**config.mk**
```make
export PLATFORM = sky130hd
export DESIGN_NAME = rvf_frame_sync
export DESIGN_NICKNAME = d
export VERILOG_FILES = /design/src/rvf_pkg.sv /design/src/rvf_frame_sync.sv
export SDC_FILE = /design/constraint.sdc
export NUM_CORES = 1
export LEC_CHECK = 0
export ABC_AREA = 1
export BUFFER_PORTS_ARGS = -buffer_cell sky130_fd_sc_hd__buf_2
export CAP_MARGIN = 20
export CORE_ASPECT_RATIO = 0.5
export CORE_MARGIN = 5
export CORE_UTILIZATION = 45
export CTS_CLUSTER_DIAMETER = 50
export DETAILED_ROUTE_END_ITERATION = 12
export PLACE_DENSITY = 0.6
export SYNTH_ARGS = -nofsm -noshare
export SYNTH_HDL_FRONTEND = slang
export SYNTH_SLANG_ARGS = --single-unit
```
**constraint.sdc**
```tcl
create_clock -name core_clk -period 8.8 [get_ports core_clk]
set_input_delay 1.76 -clock core_clk [delete_from_list [all_inputs] [get_ports core_clk]]
set_output_delay 1.76 -clock core_clk [all_outputs]
set_load 0.01 [all_outputs]
```
**src/rvf_pkg.sv**
```systemverilog
package rvf_pkg;

    localparam logic [11:0] VIDEO_SET_OFS   = 12'ha80;
    localparam logic [11:0] VIDEO_CLR_OFS   = 12'ha84;
    localparam logic [11:0] LINK_SET_OFS    = 12'ha88;
    localparam logic [11:0] LINK_CLR_OFS    = 12'ha8c;
    localparam logic [11:0] LINK_CFG_OFS    = 12'h0f4;
    localparam logic [11:0] CTX_CTRL_SET    = 12'h400;
    localparam logic [11:0] CTX_CTRL_CLR    = 12'h404;
    localparam logic [11:0] CTX_STRIDE      = 12'h020;
    localparam int          KEEP_HDR_BIT    = 30;
    localparam int          STRIP_BIT       = 0;
    localparam int          SYNC_BIT        = 1;
    localparam int          CTX_FIELD_W     = 4;
    localparam int          NUM_CTX         = 4;
    localparam logic [31:0] VIDEO_MASK      = 32'h0000_3333;
    localparam logic [31:0] LINK_MASK       = 32'h0000_ffff;
    localparam logic [31:0] EEPROM_MASK     = 32'h0000_ffff;
    localparam logic [31:0] VIDEO_RESET     = 32'h0000_0000;
    localparam logic [31:0] LINK_RESET      = 32'h0000_0000;
    localparam logic [1:0]  BRANCH_SYNC     = 2'h1;
    localparam logic [7:0]  FS_BYTE0        = 8'h1f;
    localparam logic [3:0]  FS_NIBBLE       = 4'h7;
    localparam logic [2:0]  STRIP_QUADS     = 3'h2;
    localparam logic [2:0]  FS_QUAD         = 3'h2;
    localparam int          FIFO_DEPTH      = 16;

    typedef struct packed {
        logic [31:0] data;
        logic [1:0]  ctx;
        logic        last;
    } rvf_pkt_s;

    typedef struct packed {
        logic [31:0] data;
        logic [1:0]  ctx;
        logic        frame_start;
        logic        last;
    } rvf_word_s;

    typedef struct packed {
        logic [31:0] video;
        logic [31:0] link;
        logic [3:0]  keep;
        logic [2:0]  idx;
        logic        drop;
        logic [3:0]  wait_fs;
        logic [3:0]  branch;
        logic [31:0] rdata;
        logic        ack;
    } rvf_state_s;

endpackage

```
**src/rvf_frame_sync.sv**
```systemverilog
// Summary of operation
// [RL1] video register bits 31-14 read zero, writes to them ignored
// [RL2] reserved pairs 11-10, 7-6, 3-2 of video register read zero
// [RL3] strip bit of context n drops first two payload quadlets
// [RL4] sync bit with buffer-fill and branch 01b holds storing until frame start
// [RL5] frame start out of place in buffer branches context to frame branch pointer
// [RL6] sync bit acts only while same context strip bit is set
// [RL7] keep-header bit of context disables its strip and sync bits
// [RL8] keep-header bit lives in context control set/clear pair 400h+20h*n
// [RL9] link tuning register has set/clear alias of config offset F4h storage
// [RL10] software finishes link tuning setup before setting link power enable
// [RL11] eeprom load writes designated link tuning bits during initialisation
// [RL12] software changes video bits only while context active and run are zero
// [RL13] frame start is third quadlet first bytes 1Fh then low nibble 7h
// [RL14] set alias sets ones, clear alias clears ones, both read current value
`timescale 1ns/10ps

module rvf_fifo
    import rvf_pkg::*;
#(
    parameter int W = 36,
    parameter int D = 16
)(
    input  wire logic         core_clk,
    input  wire logic         rst_b,
    input  wire logic         in_valid,
    output logic              in_ready,
    input  wire logic [W-1:0] in_data,
    output logic              out_valid,
    input  wire logic         out_ready,
    output logic [W-1:0]      out_data
);
    localparam int AW = $clog2(D);
    typedef struct packed {
        logic [AW-1:0] wp;
        logic [AW-1:0] rp;
        logic [AW:0]   cnt;
    } rvf_fifo_s;
    rvf_fifo_s      f_q;
    rvf_fifo_s      f_d;
    logic [W-1:0]   mem [D];
    logic           push;
    logic           pop;

    assign in_ready  = (f_q.cnt != (AW+1)'(D));
    assign out_valid = (f_q.cnt != '0);
    assign out_data  = mem[f_q.rp];
    assign push      = in_valid & in_ready;
    assign pop       = out_valid & out_ready;

    always_comb
    begin
        f_d = f_q;
        if (push)
            f_d.wp = AW'(f_q.wp + 1'b1);
        if (pop)
            f_d.rp = AW'(f_q.rp + 1'b1);
        f_d.cnt = (AW+1)'(f_q.cnt + {{AW{1'b0}}, push} - {{AW{1'b0}}, pop});
    end

    always_ff @(posedge core_clk)
    begin
        if (!rst_b)
            f_q <= '0;
        else
            f_q <= f_d;
        if (push)
            mem[f_q.wp] <= in_data;
    end
endmodule

module rvf_frame_sync
    import rvf_pkg::*;
(
    input  wire logic         core_clk,
    input  wire logic         rst_b,
    input  wire logic         reg_req,
    input  wire logic         reg_we,
    input  wire logic         reg_cfg_sel,
    input  wire logic [11:0]  reg_addr,
    input  wire logic [31:0]  reg_wdata,
    output logic [31:0]       reg_rdata,
    output logic              reg_ack,
    input  wire logic         eeprom_valid,
    input  wire logic [31:0]  eeprom_data,
    input  wire logic [3:0]   desc_buffer_fill,
    input  wire logic [7:0]   desc_branch,
    input  wire logic [3:0]   buf_at_start,
    input  wire logic         pkt_valid,
    output logic              pkt_ready,
    input  wire rvf_pkt_s     pkt,
    output logic              out_valid,
    input  wire logic         out_ready,
    output rvf_word_s         out_word,
    output logic [3:0]        frame_branch
);
    rvf_state_s s_q;
    rvf_state_s s_d;
    logic [3:0] strip_eff;
    logic [3:0] sync_eff;
    logic       take;
    logic       push;
    logic       fs;
    logic       strip_c;
    logic       sync_c;
    rvf_word_s  in_word;

    assign reg_rdata    = s_q.rdata;
    assign reg_ack      = s_q.ack;
    assign frame_branch = s_q.branch;
    assign take         = pkt_valid & pkt_ready;
    assign strip_c      = strip_eff[pkt.ctx];
    assign sync_c       = sync_eff[pkt.ctx];
    // big-endian bytes: first byte in 31:24, second in 23:16
    assign fs = (s_q.idx == FS_QUAD) && (pkt.data[31:24] == FS_BYTE0) && (pkt.data[19:16] == FS_NIBBLE); // RL13
    assign in_word = '{data: pkt.data, ctx: pkt.ctx, frame_start: fs, last: pkt.last};

    always_comb
    begin
        for (int n = 0; n < NUM_CTX; n++)
        begin
            strip_eff[n] = s_q.video[CTX_FIELD_W*n+STRIP_BIT] & ~s_q.keep[n]; // RL7
            sync_eff[n]  = s_q.video[CTX_FIELD_W*n+SYNC_BIT] & strip_eff[n] // RL6
                         & desc_buffer_fill[n] & (desc_branch[2*n +: 2] == BRANCH_SYNC); // RL4
        end
    end

    always_comb
    begin
        s_d        = s_q;
        s_d.ack    = reg_req & ~reg_we;
        s_d.branch = '0;
        push       = take & ~s_q.drop & ~(strip_c & (s_q.idx < STRIP_QUADS)); // RL3
        if (reg_req && reg_we)
        begin
            if (reg_addr == VIDEO_SET_OFS)
                s_d.video = s_q.video | (reg_wdata & VIDEO_MASK); // RL1 RL2 RL14
            else if (reg_addr == VIDEO_CLR_OFS)
                s_d.video = s_q.video & ~(reg_wdata & VIDEO_MASK); // RL14
            else if (reg_addr == LINK_SET_OFS)
                s_d.link = s_q.link | (reg_wdata & LINK_MASK); // RL9 RL14
            else if (reg_addr == LINK_CLR_OFS)
                s_d.link = s_q.link & ~(reg_wdata & LINK_MASK); // RL9 RL14
            else if (reg_cfg_sel && reg_addr == LINK_CFG_OFS)
                s_d.link = reg_wdata & LINK_MASK; // RL9
            for (int n = 0; n < NUM_CTX; n++)
            begin
                if (reg_addr == 12'(CTX_CTRL_SET + n*CTX_STRIDE) && reg_wdata[KEEP_HDR_BIT])
                    s_d.keep[n] = 1'b1; // RL8
                if (reg_addr == 12'(CTX_CTRL_CLR + n*CTX_STRIDE) && reg_wdata[KEEP_HDR_BIT])
                    s_d.keep[n] = 1'b0; // RL8
            end
        end
        if (reg_req && !reg_we)
        begin
            s_d.rdata = '0;
            if (reg_addr == VIDEO_SET_OFS || reg_addr == VIDEO_CLR_OFS)
                s_d.rdata = s_q.video & VIDEO_MASK; // RL1 RL2 RL14
            else if (reg_addr == LINK_SET_OFS || reg_addr == LINK_CLR_OFS)
                s_d.rdata = s_q.link; // RL14
            else if (reg_cfg_sel && reg_addr == LINK_CFG_OFS)
                s_d.rdata = s_q.link; // RL9
            for (int n = 0; n < NUM_CTX; n++)
            begin
                if (reg_addr == 12'(CTX_CTRL_SET + n*CTX_STRIDE) || reg_addr == 12'(CTX_CTRL_CLR + n*CTX_STRIDE))
                    s_d.rdata[KEEP_HDR_BIT] = s_q.keep[n]; // RL8
            end
        end
        if (eeprom_valid)
            s_d.link = (s_d.link & ~EEPROM_MASK) | (eeprom_data & EEPROM_MASK); // RL11
        // re-arm the frame wait whenever sync is not in force
        for (int n = 0; n < NUM_CTX; n++)
        begin
            if (!sync_eff[n])
                s_d.wait_fs[n] = 1'b1;
        end
        if (take && sync_c && s_q.idx == FS_QUAD)
        begin
            if (fs && s_q.wait_fs[pkt.ctx])
                s_d.wait_fs[pkt.ctx] = 1'b0; // RL4
            else if (fs && !buf_at_start[pkt.ctx])
                s_d.branch[pkt.ctx] = 1'b1; // RL5
            else if (!fs && s_q.wait_fs[pkt.ctx])
            begin
                s_d.drop = 1'b1; // RL4
                push     = 1'b0;
            end
        end
        if (take)
        begin
            s_d.idx = pkt.last ? 3'h0 : ((s_q.idx == 3'h7) ? 3'h7 : 3'(s_q.idx + 3'h1));
            if (pkt.last)
                s_d.drop = 1'b0;
        end
    end

    always_ff @(posedge core_clk)
    begin
        if (!rst_b)
            s_q <= '{video: VIDEO_RESET, link: LINK_RESET, wait_fs: 4'hf, default: '0};
        else
            s_q <= s_d;
    end

    rvf_fifo #(.W($bits(rvf_word_s)), .D(FIFO_DEPTH)) u_fifo (
        .core_clk  (core_clk),
        .rst_b     (rst_b),
        .in_valid  (push),
        .in_ready  (pkt_ready),
        .in_data   (in_word),
        .out_valid (out_valid),
        .out_ready (out_ready),
        .out_data  (out_word)
    );
endmodule

```
== After elaboration in Yosys (flattened, before gate mapping) ==
Memory sizes are Yosys's and may differ from the RTL's. A register that Yosys moved wholly into a read port is not among the register bits.
Index checks and enable logic that the tools add are counted.
Storage, ports and cells
  memories: 1
  word-level logic and storage cells: 191
  flip-flop bits (word level): 126
  input port bits: 135
  output and inout bits: 75
  RAM bits: 576
Cells by class
  reduce and logical (&&, ||, !) cells: 43
  bitwise logic cells: 42
  multiplexer cells: 57
  order comparisons: 3
  add/sub/neg operators: 5
  equality and inequality tests: 24
Memory list
  u_fifo.mem: depth 16, bits a word 36, rd ports 1, clocked after memory_dff 1, wr ports 1, line rvf_frame_sync.sv:41  | logic [W-1:0] mem [D];
Operators by type and width (count)
  2-to-1 mux 32 bit: 11
  == test 12 x 11 -> 1 bit (second input constant): 8
  AND 32 bit: 2
  OR 32 x 16 -> 32 bit: 2
  == test 12 bit (second input constant): 4
  2-to-1 mux 36 bit: 1
  2-to-1 mux 1 bit: 32
  inverter 14 -> 32 bit: 1
  inverter 16 -> 32 bit: 1
  OR 32 x 14 -> 32 bit: 1
  AND 1 bit: 23
  2-to-1 mux 4 bit: 5
  logical AND 1 bit: 19
  == test 12 x 8 -> 1 bit (second input constant): 1
  nonzero test 2 bit: 6
  inverter 1 bit: 10
  AND reduction 2 bit: 5
  2-to-1 mux 9 bit: 1
  adder 4 x 1 -> 4 bit (second input constant): 2
  binary-select mux 1 bit (select 2 bit): 4
  == test 2 x 1 -> 1 bit (second input constant): 4
  == test 8 x 5 -> 1 bit (second input constant): 1
  logical OR 1 bit: 6
  2-to-1 mux 3 bit: 2
  other kinds (19): 22

== Depth between registers and ports, before layout ==
  depth after elaboration: 14
  mapped depth: 18
  mapped depth without buffers: 17

== Hierarchy ==
Synthesis repeated with hierarchy kept, for this count alone.
Second synthesis, totals
  cell total of the unflattened synthesis: 3150
  area total of the unflattened synthesis: 30376.6 um2
By module, submodules not included
  rvf_fifo: cells each 2455, area each 25587.0 um2, times used 1, sequential area each 17636.9 um2
  rvf_frame_sync: cells each 695, area each 4789.6 um2, times used 1, sequential area each 1781.7 um2

== Least setup slack after synthesis ==
Ideal clock, no wire load.
  kind: input -> register
  start point: input port pkt[32] (netlist bit)
  end point: memory u_fifo.mem[10][0] (enable)
  required time: 8.326 ns
  data arrival time: 5.464 ns
  path slack: 2.862 ns
  stages: 10
  library setup time: 0.474 ns
  path through: inv_1 > nand2_1 > nor2_1 > nand2_1 > nor2_1 > nor2_1 > nand3_2 > nand3_2 > buf_2 > nor3_1
Between the ends
  longest elaborated chain between the ends: 12
  elaborated cells between the ends (all ways): 14
RTL lines
  start: declaration: line rvf_frame_sync.sv:91  | input wire rvf_pkt_s pkt,
  == test 8 x 5 -> 1 bit *: line rvf_frame_sync.sv:115  | assign fs = (s_q.idx == FS_QUAD) && (pkt.data[31:24] == FS_BYTE0) && (pkt.data[19:16] == FS_NIBBLE);
  logical AND 1 bit * (2 in series): line rvf_frame_sync.sv:115
  named net fs: line rvf_frame_sync.sv:103  | logic fs;
  logical NOT 1 bit: line rvf_frame_sync.sv:183  | else if (!fs && s_q.wait_fs[pkt.ctx])
  logical AND 1 bit: line rvf_frame_sync.sv:183
  2-to-1 mux 1 bit: line rvf_frame_sync.sv:183
  2-to-1 mux 1 bit: line rvf_frame_sync.sv:181  | else if (fs && !buf_at_start[pkt.ctx])
  2-to-1 mux 1 bit *: line rvf_frame_sync.sv:179  | if (fs && s_q.wait_fs[pkt.ctx])
  2-to-1 mux 1 bit *: line rvf_frame_sync.sv:177  | if (take && sync_c && s_q.idx == FS_QUAD)
  AND 1 bit *: line rvf_frame_sync.sv:48  | assign push = in_valid & in_ready;
  2-to-1 mux 1 bit *: line rvf_frame_sync.sv:67  | if (push)
  2-to-1 mux 1 bit (implied by the code) *: line rvf_frame_sync.sv:68  | mem[f_q.wp] <= in_data;
  end: declaration: line rvf_frame_sync.sv:41
Mark *: on every way through the listed nets, which the timed path passes. The rest lies on a longest branch.

==> summary.txt <==
Outcome
  • Status: completed

Setup path
  • Crit-path leading delay family: buffers and inverters
  • Critical Path Sink Type: primary output
  • CP Class: reg2out
  • Crit start category: flop
  • RR Startpoint: s_q[42]$_SDFFE_PN0N_
  • CP peak stage delay: approximately 740 ps
  • Critical path buffers and inverters: 3
  • CP required: 7040 ps
  • Crit path cell chain: buf_4 > buf_4 > a21oi_1 > o21ai_0 > o21ai_0 > o211ai_1 > nand2_1 > buf_2
  • CP max-delay cell: dfxtp_4
  • Crit-path max FO: between 50 and 60
  • Worst EP arrival: around 3600 ps

STA
  • Clk_skew: 34.4 ps
  • Fin. max-slew vios: 0
  • Period utilisation layout: between 60% and 70%
  • Setup ws final: ~3500 ps
  • Min cycle time layout: between 5000 and 6000 ps
  • RSZ-0062 raised after global routing: false
  • Slew margin rel.: about 24%
  • Final hold viol count: 0
  • Worst-Margin Slew: 1130 ps
  • Setup TNS: 0 ps
  • Final hold slack: 450 ps
  • Max frequency: 187 MHz
  • Final setup fails: 0

Die
  • Core area: about 63000 um^2
  • Site Rows: 65
  • Die X: about 370 um
  • Die Height: around 190 um
  • Starting Density: a little under half
  • Die ar.: approximately 70000 um^2
  • Io pins: 210

Placement
  • Placer Congestion: 0.787
  • Pre-CTS setup slack: ~3100 ps
  • PortBufs: about 180
  • Hpwl dp: between 30000 and 40000 um

Drt
  • DR pass1 iterations: 5
  • DR vias: between 15000 and 20000
  • WL final: ~67000 um
  • Post-DR wirelength/cell: approximately 20 um
  • DR DRC count: 0
  • Final ANT Viol Nets: 0
  • DR vias/cell: around 5.4
  • DRT iter0 DRCs: ~1300

Layout
  • Synth-to-layout area growth: 12.3%
  • Layout cell share with drive strength beyond 1: between 10% and 20%
  • Fillers: approximately 5400
  • Multi-input logic area: 7270 um^2
  • Nets: approximately 2600
  • Register area: just under 20000 um^2

Global routing
  • Vias in the first global route: ~17000
  • Initial antenna violation count: 5
  • Largest net degree at the start of global routing: 204
  • GRT overflow: 0
  • Total track usage: between 10% and 20%
  • First-pass GRT wire length: approximately 100000 um

Yosys
  • Syn Inst Count: approximately 2300
  • Synth Net Count: about 2500
  • Mapped Avg Cell Area: approximately 12 um^2
  • Synth cell types: 39
  • Post-synthesis register bit count: slightly below 700
  • YS warnings: 0
  • Post-synthesis sequential area ratio: between 60% and 70%
  • Mapped Area: 28400 um^2

Clock tree
  • Clock sink count: around 700
  • Clock Tree Root: clkbuf_16
  • Postcts setup bufs: 0
  • Clk_lat worst skew: 650 ps
  • # resized after CTS: 0
  • Maximum level of the CTS H-tree: 2
  • Clock transition at path regs: approximately 70 ps
  • CTS Buf Count: 61
  • Deepest clock path buffer count: 3
  • CTS tree: yes
  • CTS Hold Bufs: 0

Run
  • Max cap viols: 0

Power
  • Pwr Density: 246 nW/um^2
  • Peak VDD IR: 0.166 mV
  • Lkg Pwr: roughly 11 nW

Hold path
  • Hold Path Class: reg2reg
[cell usage after synthesis, drive strengths merged]
library cell / number / area, um^2
a311oi: 1 / 8.76
inv: 247 / 927
nor2: 104 / 440
buf: 102 / 647
a211oi: 1 / 7.51
nand3b: 5 / 37.5
a21oi: 185 / 941
dfxtp: 106 / 2120
edfxtp: 576 / 17300
clkbuf: 65 / 244
mux2i: 144 / 1440
xnor2: 1 / 8.76
ha: 13 / 163
a31oi: 1 / 6.26
clkinv: 1 / 3.75
or3: 1 / 6.26
o21ai: 232 / 1160
nor3b: 17 / 128
nor3: 19 / 106
o211ai: 158 / 1190
nand4: 13 / 81.3
xor2: 3 / 26.3
nand3: 113 / 586
fa: 1 / 20.0
nand2: 211 / 832
[final timing paths]
kind / to / slack (ps) / cells after the start
setup / recovery: out_word[32] / 3450 / 8
hold / removal: reg_rdata[25]$_SDFFE_PN0P_ / 450 / 2
setup reg to reg: u_fifo.mem[10][11]$_DFFE_PP_ / 4730 / 12
hold reg to reg: reg_rdata[25]$_SDFFE_PN0P_ / 450 / 2
[per-layer routing]
layer  track usage (%)  vias to the layer above  wire, um
met4              4.20                        6      1150
li1                  -                     8515         -
met5                 0                        -        38
met3              3.50                       91      3910
met1              27.4                     8757     30700
met2              31.3                      482     31500
[where the power goes]
| part | leakage, nW | total (mW) | switching [mW] | internal [mW] |
|---|---|---|---|---|
| clock | 1.01 | 2.74 | 1.21 | 1.52 |
| sequential | 6.10 | 3.69 | 0.0807 | 3.61 |
| combinational | 4.38 | 1.42 | 0.911 | 0.506 |
| total | 11.5 | 7.85 | 2.20 | 5.64 |
[kinds of logic after synthesis]
kind of cell               synth area share (%)
and+or+nand+nor                            7.80
DFF                                        68.3
adders and majority gates                 0.643
xor gates and xnor gates                  0.123
buffers and inverters                      6.41
AOI/OAI and AO/OA                          11.6
muxes                                      5.07
[layout by cell type, fill, tap and decap left out, types with 3 or more instances in the layout]
cell type / count
nand2_1: 197
o21ai_0: 214
nand4_1: 13
edfxtp_1: 576
o21ai_1: 18
inv_1: 243
o211ai_1: 158
clkbuf_16: 61
dfxtp_1: 102
ha_1: 13
xor2_1: 3
inv_2: 4
a21oi_1: 183
nand3_1: 109
nor3_2: 16
nand3b_1: 5
buf_4: 30
mux2i_1: 144
clkbuf_1: 9
nand3_2: 4
nand2_2: 13
dfxtp_4: 3
clkbuf_8: 4
clkinv_2: 13
bufinv_16: 7
nor2_1: 96
buf_2: 178
nor3b_1: 17
nor2_2: 5
clkinv_1: 13
[layout make-up]
type | instances | area share (%)
Antenna cell | 2 | 0.0157
Clock buffer | 74 | 5.06
Clock inverter | 42 | 1.41
Inverter | 248 | 2.92
Multi-Input combinational cell | 1223 | 22.8
Sequential cell | 682 | 60.8
Tap cell | 837 | 3.28
Timing Repair Buffer | 211 | 3.71
[worst min-delay path, stage by stage (launching register included)]
cell and delay, ps:
dfxtp_1 300, nand2_1 50, o21ai_1 60
[flip-flops by register name, indices dropped and copies added (netlist names), named ones only]
register and cells:
u_fifo.mem 576, reg_rdata 32, s_q 28, u_fifo.f_q 13
frame_branch 4, reg_ack 1
[metrics by stage]
step | cells | power, mW | utilization, % | area [um^2]
finish | 3319 | 7.85 | 50.9 | 31900
global route | 3318 | 8.21 | 50.9 | 31900
CTS | 3316 | 7.91 | 50.8 | 31900
detailed placement | 3200 | 5.18 | 47.5 | 29800
global placement | 3200 | 5.16 | 47.5 | 29800
floorplan | 2320 | 4.74 | - | 28400
No activity file was read; power rests on OpenSTA's default activity.
